File: config.mk
export PLATFORM = sky130hd
export DESIGN_NAME = wot_engine
export DESIGN_NICKNAME = d
export VERILOG_FILES = /design/src/core/wot_pkg.sv /design/src/core/wot_engine.sv
export VERILOG_INCLUDE_DIRS = /design/src /design/src/core
export SDC_FILE = /design/constraint.sdc
export NUM_CORES = 1
export LEC_CHECK = 0
export BUFFER_PORTS_ARGS = -buffer_cell sky130_fd_sc_hd__buf_2
export CAP_MARGIN = 30
export CELL_PAD_IN_SITES_DETAIL_PLACEMENT = 1
export CELL_PAD_IN_SITES_GLOBAL_PLACEMENT = 1
export CORE_MARGIN = 2
export CORE_UTILIZATION = 40
export DETAILED_ROUTE_END_ITERATION = 12
export GPL_TIMING_DRIVEN = 0
export PLACE_DENSITY_LB_ADDON = 0.1
export SYNTH_ARGS = -nofsm -noshare
export SYNTH_HDL_FRONTEND = slang
export SYNTH_SLANG_ARGS = --single-unit
File: constraint.sdc
create_clock -name sys_clk_i -period 4.1 [get_ports sys_clk_i]
set_clock_uncertainty 0.15 [all_clocks]
set_input_delay 0.41 -clock sys_clk_i [delete_from_list [all_inputs] [get_ports sys_clk_i]]
set_output_delay 0.41 -clock sys_clk_i [all_outputs]
set_load 0.02 [all_outputs]
File: src/core/wot_consts.svh
`ifndef WOT_CONSTS_SVH
`define WOT_CONSTS_SVH

`define WOT_AW 8
`define WOT_REG_CTRL 8'h00
`define WOT_REG_SRC 8'h04
`define WOT_REG_DIVISOR 8'h08
`define WOT_REG_DELAY 8'h0c
`define WOT_REG_COUNT 8'h10
`define WOT_REG_CMD 8'h14
`define WOT_REG_STATUS 8'h18
`define WOT_REG_ISSUED 8'h1c

`define WOT_CMD_START 0
`define WOT_CMD_STOP 1
`define WOT_STAT_RUNNING 0
`define WOT_STAT_PAUSED 1
`define WOT_STAT_DONE 2

`define WOT_CTRL_RST 32'h0000_0000
`define WOT_SRC_RST 32'h0000_0000
`define WOT_DIVISOR_RST 24'h000002
`define WOT_DELAY_RST 24'h000002
`define WOT_COUNT_RST 24'h000001

`define WOT_START_SW 2'h0
`define WOT_START_DIG 2'h1
`define WOT_START_CMP 2'h2
`define WOT_PAUSE_OFF 2'h0
`define WOT_PAUSE_DIG 2'h1
`define WOT_PAUSE_CMP 2'h2
`define WOT_TB_FAST 2'h0
`define WOT_TB_SLOW 2'h1

`define WOT_CLK_HZ 100000000
`define WOT_FAST_HZ 20000000
`define WOT_SLOW_HZ 100000
`define WOT_FAST_DIV (`WOT_CLK_HZ / `WOT_FAST_HZ)
`define WOT_SLOW_DIV (`WOT_FAST_HZ / `WOT_SLOW_HZ)
`endif

File: src/core/wot_pkg.sv
package wot_pkg;
    typedef enum logic [1:0] {
        WOT_IDLE = 2'b00,
        WOT_ARMED = 2'b01,
        WOT_DELAY = 2'b11,
        WOT_RUN = 2'b10
    } wot_state_t;

    typedef struct packed {
        logic [16:0] rsvd;
        logic [1:0] tb_mode;
        logic uclk_ext;
        logic [1:0] pause_mode;
        logic [1:0] start_mode;
        logic tb_fall;
        logic uclk_fall;
        logic pause_low;
        logic start_fall;
        logic finite;
        logic root_ext;
        logic uclk_oe;
        logic start_oe;
    } wot_ctrl_t;

    typedef struct packed {
        logic [2:0] rsvd3;
        logic [4:0] tb;
        logic [2:0] rsvd2;
        logic [4:0] uclk;
        logic [2:0] rsvd1;
        logic [4:0] pause;
        logic [2:0] rsvd0;
        logic [4:0] start;
    } wot_src_t;
endpackage

File: src/core/wot_engine.sv
// The implementer's own choices: strobed register access and the placing of the registers.
`timescale 1ns/1ps
`include "wot_consts.svh"

module wot_engine import wot_pkg::*; #(
    parameter int N_PFI = 10,
    parameter int N_CH = 2,
    parameter int CW = 24
) (
    input wire logic sys_clk_i,
    input wire logic rstn_i,
    input wire logic [`WOT_AW-1:0] addr_i,
    input wire logic [31:0] wdata_i,
    input wire logic wr_i,
    input wire logic rd_i,
    output logic [31:0] rdata_o,
    input wire logic [N_PFI-1:0] pfi_i,
    input wire logic [7:0] bus_line_i,
    input wire logic cmp_event_i,
    input wire logic gp_counter_out_i,
    output logic [N_CH-1:0] dac_update_o,
    output logic start_trigger_pin_o,
    output logic start_trigger_pin_oe_o,
    output logic update_clock_pin_o,
    output logic update_clock_pin_oe_o,
    output logic root_tick_o
);
    localparam int NX = N_PFI + 9;

    if (N_PFI < 7 || N_PFI + 11 > 32 || N_CH < 1 || CW < 2 || CW > 32) begin : g_bad_params
        $error("wot_engine: unsupported parameter values");
    end

    function automatic logic edge_of(input logic cur, input logic prev, input logic fall);
        edge_of = fall ? (prev & ~cur) : (cur & ~prev);
    endfunction

    // A programmed zero would stall the divider forever, so it acts as one.
    function automatic logic [CW-1:0] at_least_one(input logic [CW-1:0] v);
        at_least_one = (v == '0) ? CW'(1) : v;
    endfunction

    wot_ctrl_t ctrl_ff;
    wot_src_t src_ff;
    wot_state_t state_ff;
    logic [CW-1:0] divisor_ff, delay_ff, count_ff, cnt_ff, issued_ff;
    logic [NX-1:0] s1_ff, s2_ff, s3_ff, lvl_ff;
    logic [2:0] fast_cnt_ff;
    logic [7:0] slow_cnt_ff;
    logic bus7_prev_ff, root_tick_ff, slow_tick_ff;
    logic start_prev_ff, cmp_prev_ff, uclk_prev_ff, tb_prev_ff;
    logic div_pulse_ff, done_ff;
    logic [31:0] src_vec;
    logic root_tick, tb_tick, sw_start, sw_stop, trig_edge, start_evt;
    logic uclk_lvl, uclk_evt, sample_evt, pause_now, issue, finite_end, div_fire;
    logic tb_lvl, start_lvl, pause_lvl, cmp_lvl;
    wot_state_t go_state;

    // Pins and bus lines are asynchronous: a bit moves only when stages two and three agree.
    always_ff @(posedge sys_clk_i or negedge rstn_i) begin
        if (!rstn_i) begin
            s1_ff <= '0;
            s2_ff <= '0;
            s3_ff <= '0;
            lvl_ff <= '0;
        end else begin
            s1_ff <= {cmp_event_i, bus_line_i, pfi_i};
            s2_ff <= s1_ff;
            s3_ff <= s2_ff;
            lvl_ff <= (s2_ff & s3_ff) | (lvl_ff & (s2_ff ^ s3_ff));
        end
    end

    assign cmp_lvl = lvl_ff[N_PFI+8];

    assign root_tick = ctrl_ff.root_ext ? (lvl_ff[N_PFI+7] & ~bus7_prev_ff)
                                        : (fast_cnt_ff == 3'(`WOT_FAST_DIV - 1));

    always_ff @(posedge sys_clk_i or negedge rstn_i) begin
        if (!rstn_i) begin
            fast_cnt_ff <= 3'h0;
            bus7_prev_ff <= 1'b0;
            root_tick_ff <= 1'b0;
            slow_cnt_ff <= 8'h00;
            slow_tick_ff <= 1'b0;
        end else begin
            fast_cnt_ff <= (fast_cnt_ff == 3'(`WOT_FAST_DIV - 1)) ? 3'h0 : fast_cnt_ff + 3'h1;
            bus7_prev_ff <= lvl_ff[N_PFI+7];
            root_tick_ff <= root_tick;
            slow_tick_ff <= 1'b0;
            if (root_tick) begin
                if (slow_cnt_ff == 8'(`WOT_SLOW_DIV - 1)) begin
                    slow_cnt_ff <= 8'h00;
                    slow_tick_ff <= 1'b1;
                end else begin
                    slow_cnt_ff <= slow_cnt_ff + 8'h01;
                end
            end
        end
    end

    always_comb begin
        src_vec = '0;
        src_vec[N_PFI-1:0] = lvl_ff[N_PFI-1:0];
        src_vec[N_PFI+:7] = lvl_ff[N_PFI+:7];
        src_vec[N_PFI+7] = cmp_lvl;
        src_vec[N_PFI+8] = root_tick_ff;
        src_vec[N_PFI+9] = slow_tick_ff;
        src_vec[N_PFI+10] = gp_counter_out_i;
    end

    assign start_lvl = src_vec[src_ff.start];
    assign pause_lvl = src_vec[src_ff.pause];
    assign tb_lvl = src_vec[src_ff.tb];

    always_comb begin
        if (ctrl_ff.tb_mode == `WOT_TB_FAST) begin
            tb_tick = root_tick_ff;
        end else if (ctrl_ff.tb_mode == `WOT_TB_SLOW) begin
            tb_tick = slow_tick_ff;
        end else begin
            tb_tick = edge_of(tb_lvl, tb_prev_ff, ctrl_ff.tb_fall);
        end
    end

    assign sw_start = wr_i && (addr_i == `WOT_REG_CMD) && wdata_i[`WOT_CMD_START];
    assign sw_stop = wr_i && (addr_i == `WOT_REG_CMD) && wdata_i[`WOT_CMD_STOP];

    // digital start edge; comparator rising edge.
    always_comb begin
        if (ctrl_ff.start_mode == `WOT_START_DIG) begin
            trig_edge = edge_of(start_lvl, start_prev_ff, ctrl_ff.start_fall);
        end else if (ctrl_ff.start_mode == `WOT_START_CMP) begin
            trig_edge = cmp_lvl & ~cmp_prev_ff;
        end else begin
            trig_edge = 1'b0;
        end
    end

    assign start_evt = !sw_stop && (((state_ff == WOT_IDLE) && sw_start
                        && (ctrl_ff.start_mode == `WOT_START_SW))
                        || ((state_ff == WOT_ARMED) && trig_edge));
    assign go_state = ctrl_ff.uclk_ext ? WOT_RUN : WOT_DELAY;

    always_comb begin
        if (ctrl_ff.pause_mode == `WOT_PAUSE_DIG) begin
            pause_now = pause_lvl ^ ctrl_ff.pause_low;
        end else if (ctrl_ff.pause_mode == `WOT_PAUSE_CMP) begin
            pause_now = cmp_lvl;
        end else begin
            pause_now = 1'b0;
        end
    end

    assign uclk_lvl = ctrl_ff.uclk_ext ? src_vec[src_ff.uclk] : div_pulse_ff;
    assign uclk_evt = edge_of(uclk_lvl, uclk_prev_ff, ctrl_ff.uclk_fall);
    assign sample_evt = uclk_evt && (state_ff == WOT_RUN);
    // pause masks samples; decided at each sample start only.
    assign issue = sample_evt && !pause_now;
    assign finite_end = ctrl_ff.finite && issue && (issued_ff + CW'(1) >= at_least_one(count_ff));
    assign div_fire = !ctrl_ff.uclk_ext && tb_tick && (cnt_ff <= CW'(1))
                      && ((state_ff == WOT_DELAY) || (state_ff == WOT_RUN));

    always_ff @(posedge sys_clk_i or negedge rstn_i) begin
        if (!rstn_i) begin
            start_prev_ff <= 1'b0;
            cmp_prev_ff <= 1'b0;
            uclk_prev_ff <= 1'b0;
            tb_prev_ff <= 1'b0;
        end else begin
            start_prev_ff <= start_lvl;
            cmp_prev_ff <= cmp_lvl;
            uclk_prev_ff <= uclk_lvl;
            tb_prev_ff <= tb_lvl;
        end
    end

    // start, finite stop and software stop.
    always_ff @(posedge sys_clk_i or negedge rstn_i) begin
        if (!rstn_i) begin
            state_ff <= WOT_IDLE;
        end else if (sw_stop) begin
            state_ff <= WOT_IDLE;
        end else begin
            case (state_ff)
                WOT_IDLE: begin
                    if (start_evt) begin
                        state_ff <= go_state;
                    end else if (sw_start) begin
                        state_ff <= WOT_ARMED;
                    end
                end
                WOT_ARMED: begin
                    if (start_evt) begin
                        state_ff <= go_state;
                    end
                end
                WOT_DELAY: begin
                    if (div_fire) begin
                        state_ff <= WOT_RUN;
                    end
                end
                default: begin
                    if (finite_end) begin
                        state_ff <= WOT_IDLE;
                    end
                end
            endcase
        end
    end

    // first pulse after the delay; reload and hold.
    always_ff @(posedge sys_clk_i or negedge rstn_i) begin
        if (!rstn_i) begin
            cnt_ff <= CW'(`WOT_DELAY_RST);
            div_pulse_ff <= 1'b0;
        end else begin
            div_pulse_ff <= div_fire && !sw_stop;
            if (start_evt) begin
                cnt_ff <= at_least_one(delay_ff);
            end else if (div_fire) begin
                cnt_ff <= at_least_one(divisor_ff);
            end else if (tb_tick && !ctrl_ff.uclk_ext
                         && ((state_ff == WOT_DELAY) || (state_ff == WOT_RUN))) begin
                cnt_ff <= cnt_ff - CW'(1);
            end
        end
    end

    always_ff @(posedge sys_clk_i or negedge rstn_i) begin
        if (!rstn_i) begin
            issued_ff <= '0;
            done_ff <= 1'b0;
        end else begin
            if (start_evt) begin
                issued_ff <= '0;
            end else if (issue) begin
                issued_ff <= issued_ff + CW'(1);
            end
            // A completion in the clearing cycle keeps the flag set.
            if (finite_end) begin
                done_ff <= 1'b1;
            end else if (wr_i && (addr_i == `WOT_REG_STATUS) && wdata_i[`WOT_STAT_DONE]) begin
                done_ff <= 1'b0;
            end
        end
    end

    always_ff @(posedge sys_clk_i or negedge rstn_i) begin
        if (!rstn_i) begin
            dac_update_o <= '0;
            start_trigger_pin_o <= 1'b0;
            start_trigger_pin_oe_o <= 1'b0;
            update_clock_pin_o <= 1'b0;
            update_clock_pin_oe_o <= 1'b0;
            root_tick_o <= 1'b0;
        end else begin
            dac_update_o <= {N_CH{issue}};
            // start pin echoes the trigger; input until enabled.
            start_trigger_pin_o <= start_evt && ctrl_ff.start_oe;
            start_trigger_pin_oe_o <= ctrl_ff.start_oe;
            // update pin echoes the update clock.
            update_clock_pin_o <= sample_evt && ctrl_ff.uclk_oe;
            update_clock_pin_oe_o <= ctrl_ff.uclk_oe;
            // root timebase always goes out to the counters, ungated.
            root_tick_o <= root_tick_ff;
        end
    end

    always_ff @(posedge sys_clk_i or negedge rstn_i) begin
        if (!rstn_i) begin
            ctrl_ff <= `WOT_CTRL_RST;
            src_ff <= `WOT_SRC_RST;
            divisor_ff <= CW'(`WOT_DIVISOR_RST);
            delay_ff <= CW'(`WOT_DELAY_RST);
            count_ff <= CW'(`WOT_COUNT_RST);
        end else if (wr_i) begin
            if (addr_i == `WOT_REG_CTRL) begin
                ctrl_ff <= {17'h00000, wdata_i[14:0]};
            end else if (addr_i == `WOT_REG_SRC) begin
                src_ff <= wdata_i & 32'h1f1f_1f1f;
            end else if (addr_i == `WOT_REG_DIVISOR) begin
                divisor_ff <= wdata_i[CW-1:0];
            end else if (addr_i == `WOT_REG_DELAY) begin
                delay_ff <= wdata_i[CW-1:0];
            end else if (addr_i == `WOT_REG_COUNT) begin
                count_ff <= wdata_i[CW-1:0];
            end
        end
    end

    always_ff @(posedge sys_clk_i or negedge rstn_i) begin
        if (!rstn_i) begin
            rdata_o <= 32'h0000_0000;
        end else if (!rd_i) begin
            rdata_o <= 32'h0000_0000;
        end else if (addr_i == `WOT_REG_CTRL) begin
            rdata_o <= ctrl_ff;
        end else if (addr_i == `WOT_REG_SRC) begin
            rdata_o <= src_ff;
        end else if (addr_i == `WOT_REG_DIVISOR) begin
            rdata_o <= 32'(divisor_ff);
        end else if (addr_i == `WOT_REG_DELAY) begin
            rdata_o <= 32'(delay_ff);
        end else if (addr_i == `WOT_REG_COUNT) begin
            rdata_o <= 32'(count_ff);
        end else if (addr_i == `WOT_REG_STATUS) begin
            rdata_o <= {29'h0, done_ff, pause_now, state_ff != WOT_IDLE};
        end else if (addr_i == `WOT_REG_ISSUED) begin
            rdata_o <= 32'(issued_ff);
        end else begin
            rdata_o <= 32'h0000_0000;
        end
    end
endmodule

; Word level (Yosys, flattened, before mapping)
; Cells that the tools add are included.
[totals]
wordCells = 191
input_bits = 64
ff_bits = 291
[op_classes]
order_cmp = 6
bitwise_logic = 25
reduce_logical = 43
n_eq_ne = 20
n_addsub = 4
n_mux = 49
[ops]
columns = op, n
row1 = $mux W24, 13
row2 = $mux W29, 3
row3 = $logic_not A24 Y1, 3
row4 = $and A19 B19 Y19, 2
row5 = $eq A8 B5 Y1 const B, 4
row6 = $add A24 B1 Y24 const B, 1
row7 = $ge A24 B24 Y1, 1
row8 = $le A24 B1 Y1 const B, 1
row9 = $lt A5 B6 Y1 const B, 4
row10 = $sub A24 B1 Y24 const B, 1
row11 = $bmux W1 S5, 4
row12 = $logic_and A1 B1 Y1, 20
row13 = $mux W1, 20
row14 = $or A19 B19 Y19, 1
row15 = $xor A19 B19 Y19, 1
row16 = $eq A8 B4 Y1 const B, 2
row17 = $mux W2, 6
row18 = $not A1 Y1, 12
row19 = $add A8 B1 Y8 const B, 1
row20 = $and A1 B1 Y1, 8
row21 = $eq A2 B1 Y1 const B, 4
row22 = $eq A2 B2 Y1 const B, 4
row23 = $eq A8 B3 Y1 const B, 1
row24 = $eq A8 B8 Y1 const B, 1
row25 = other kinds (20), 29

; Logic depth before layout (Yosys ltp)
[logic_depth]
word_depth = 13
depth_mapped = 16
mapped_depth_nobuf = 15

; Worst setup path before layout
; Ideal clock, no wire load.
[synth_path]
path_type = register -> register
from = register issued_ff[6]
to = register state_ff[1]
slack_ps = 457
setup_time_ps = 65
path_buffers = 1
t_arrival_ps = 3427
period_less_slack_ps = 3643
t_required_ps = 3885
path_stages_with_launch = 17
path_cell_list = dfrtp_1 clkbuf_1 nand2_1 or2_2 nor4_1 and3_1 nor2b_1 nand3_1 xnor2_1 ha_1 a21o_1 a21o_1 a21oi_1 and3b_1 o221ai_1 o211ai_1 o211a_1
[synth_between]
elab_chain_cells = 5
[synth_lines]
columns = element, line_no
row1 = from (decl), wot_engine.sv:46  ; logic [CW-1:0] divisor_ff, delay_ff, count_ff, cnt_ff, issued_ff;
row2 = from (signal assigned), wot_engine.sv:238  ; issued_ff <= issued_ff + CW'(1);
row3 = $add A24 B1 Y24, wot_engine.sv:160  ; assign finite_end = ctrl_ff.finite && issue && (issued_ff + CW'(1) >= at_least_one(count_ff));
row4 = $ge A24 B24 Y1, wot_engine.sv:160
row5 = $logic_and A1 B1 Y1, wot_engine.sv:160
row6 = $reduce_bool A5 Y1 (no line), --
row7 = $reduce_and A4 Y1 (no line), --
row8 = to (signal assigned), wot_engine.sv:188  ; state_ff <= go_state;
row9 = to (signal assigned), wot_engine.sv:195  ; state_ff <= go_state;
row10 = to (decl), wot_engine.sv:45  ; wot_state_t state_ff;
; Every way passes these cells.
; A chain may end at the register's enable or synchronous reset.

; Worst setup path in the final report
; Same ends and word-level chain as after synthesis.

==> impl_metrics.json <==
{
  "status": "completed",
  "grt_overflow": 0,
  "synth-warning-count": 0,
  "vias": 10500,
  "nets": 1479,
  "path_clk_slew_ns": 0.06,
  "syn_area_um2": 14000,
  "layoutNonFillerInstCount": 1846,
  "antenna_found_initial": 0,
  "cp.required_ns": 4.42,
  "cts_sinks": 288,
  "wl_met2_um": 22100,
  "dpl.cell_count": 1756,
  "critPathTopFamily": "simple AND/OR/NAND/NOR gates",
  "drive_gt1_frac": 0.251,
  "grt_pass1_wl_um": 68100,
  "drv_cap": 0,
  "antenna_cells": 0,
  "ant_nets": 0,
  "netlist_instances": 1201,
  "hold_violations": 0,
  "cts_tree": "done",
  "firstDrtPassIters": 6,
  "final_common_cell": "dfrtp_1",
  "seq_area_frac_synth": 0.514,
  "row_count": 68,
  "critPathArrivalTime_ns": 4.19,
  "final_max_slew_viol_count": 0,
  "ys.flop_type": "dfrtp_1",
  "postSynthAreaPerCell_um2": 11.7,
  "grt_usage": 0.250,
  "fp.dieH_um": 191,
  "hpwl_um": 32500,
  "areaGrowthSynthToFinish_pct": 19.0,
  "slew_headroom": 0.340,
  "setup_viol": 0,
  "layout_setup_ws_ns": 0.232,
  "max_stage_delay_ns": 0.45,
  "power_leakage_nw": 7.95,
  "worst-path-buf-inv": 1,
  "drtIter0Drc": 716,
  "synth_cell_types": 78,
  "avgRoutedWirePerCell_um": 24.0,
  "cts_inserted_buffers": 35,
  "endpoint_kind": "flop",
  "netlist.top_cell.by_area": "dfrtp_1",
  "place.gp.congestion": 0.849,
  "worstSetupPathType": "reg2reg",
  "wl_met3_um": 1900,
  "dieArea_um2": 36600,
  "cts-root-buf": "clkbuf_16",
  "start_util": 0.406,
  "clockBufferDepth": 3,
  "grt_pass1_vias": 11000,
  "crit_top_cell": "a21o_1",
  "hp-class": "in2reg",
  "synth_edf_count": 0,
  "vdd.ir_drop.worst_v": 0.000330,
  "synth_area_leaders": "dfrtp_1 51%, mux2_2 9.8%, ha_1 4.4%",
  "yosysTopAreaCellShare": 0.507,
  "io-pin-count": 103,
  "ys_seq_elements": 288,
  "via_per_inst": 5.67,
  "fmax_mhz": 259,
  "drt_wl_total_um": 44300,
  "fin_util": 0.483,
  "fin_crit_ns": 3.87,
  "core-area_um2": 34500,
  "cp_cell_sequence": "nand2_1 > or2_2 > nor4_4 > and3_1 > nor2b_4 > nand3_1 > xnor2_1 > ha_1 > a21o_1 > a21o_1 > a21oi_1 > and3b_1 > o221ai_1 > o211ai_1 > buf_4 > o211a_1",
  "remaining_drc_errors": 0,
  "final.period_utilization": 0.943,
  "place_ws_ns": -0.424,
  "mostFrequentLayoutCells": "276 x dfrtp_1, 122 x mux2_2, 105 x buf_2",
  "wl_met1_um": 19400,
  "ys_async_sr_fraction": 1.00,
  "holdWs_ns": 0.0576,
  "htreeDepth": 2,
  "power_density_nw_per_um2": 451,
  "critical_path.startpoint_type": "flop",
  "die_w_um": 191,
  "cp_max_fo": 6,
  "worstMarginPinSlew_ns": 0.982,
  "grt_max_degree": 118,
  "clkLatencyLatePin_ns": 0.54,
  "slowest_stage": "dfrtp_2",
  "top_layer": "met4",
  "fin_setup_tns_ns": 0,
  "numPortBuffers": 95
}
==> layout make-up <==
class | count | area, µm²
fillers | 3763 | 17900
flip-flops and latches | 288 | 7220
multi-input cells | 801 | 6340
clock buffers | 47 | 1010
repair buffers | 128 | 843
well taps | 455 | 569
plain buffers | 65 | 338
clock inverters | 15 | 185
inverters | 47 | 176
==> layer usage <==
| metal | vias to the layer above | global-route usage |
|---|---|---|
| li1 | 4711 | - |
| met1 | 5444 | 0.330 |
| met2 | 259 | 0.431 |
| met3 | 55 | 0.0329 |
| met4 | 0 | 0.0686 |
| met5 | - | 0 |
==> final timing paths <==
check / startpoint / to / slack [ns] / cells after the start
setup / recovery: issued_ff[6] / state_ff[1] / 0.23 / 16
hold / removal: wdata_i[7] / count_ff[7] / 0.06 / 2
setup reg to reg: issued_ff[6] / state_ff[1] / 0.23 / 16
hold reg to reg: s1_ff[4] / s2_ff[4] / 0.20 / 0
max in group asynchronous: rstn_i / lvl_ff[16] / 2.44 / 3
min in group asynchronous: rstn_i / dac_update_o[0] / 0.29 / 2
==> what timing repair did <==
item                       in CTS  in global routing
cloned                          0                  0
hold buffers                   29                  0
setup endpoints to repair       2                  2
buffers inserted                1                  0
hold endpoints to repair      109                  0
gates resized for setup         3                 13
pin swaps                       1                  1
==> logic make-up after synthesis <==
family / after synthesis / share of synthesized area
AND/OR/NAND/NOR: 320 / 0.115
flip-flops: 288 / 0.514
AO/OA/AOI/OAI: 210 / 0.111
multiplexers: 161 / 0.142
buffers and inverters: 114 / 0.0372
XOR/XNOR: 58 / 0.0362
adder cells (fa/ha/maj): 49 / 0.0437
other: 1 / 0.000267
==> worst register-to-register path: stages, from the launching register on <==
cell      delay (ns)
dfrtp_2         0.45
nand2_1         0.09
or2_2           0.38
nor4_4          0.30
and3_1          0.28
nor2b_4         0.22
nand3_1         0.11
xnor2_1         0.15
ha_1            0.32
a21o_1          0.18
a21o_1          0.17
a21oi_1         0.19
and3b_1         0.22
o221ai_1        0.13
o211ai_1        0.18
buf_4           0.16
o211a_1         0.15
==> synth_stat cells, types with 14 or more instances <==
master	number
nor3_1	18
nor4_1	25
dfrtp_1	284
a22oi_1	14
nand2_1	82
mux2_2	122
nor2_1	80
clkbuf_1	37
xnor2_1	17
a21o_1	30
xor2_1	41
mux2i_1	21
nand3_1	14
and3_1	22
mux4_2	16
a21oi_1	33
ha_1	49
o21ai_0	23
a222oi_1	19
nand4_1	19
inv_1	47
==> stage by stage <==
| step | power [mW] | cell area [µm²] |
|---|---|---|
| floorplan | 3.91 | 14000 |
| global placement | 4.26 | 15100 |
| detailed placement | 4.31 | 15200 |
| CTS | 7.63 | 16700 |
| global route | 7.88 | 16700 |
| finish | 7.53 | 16700 |
==> state kept, by name (all words and copies together), names as in the netlist, 3 cells and up <==
register and count:
divisor_ff 24, fast_cnt_ff 3, s2_ff 19, src_ff 20
ctrl_ff 15, rdata_o 29, delay_ff 24, slow_cnt_ff 8
s3_ff 19, lvl_ff 19, issued_ff 24, s1_ff 19
count_ff 24, cnt_ff 24
==> report_power, final <==
part / internal, mW / total (mW) / switching (mW)
Combinational: 0.463 / 0.964 / 0.501
Clock: 1.99 / 3.25 / 1.25
Sequential: 3.06 / 3.32 / 0.262
(Power assumes the default switching activity.)
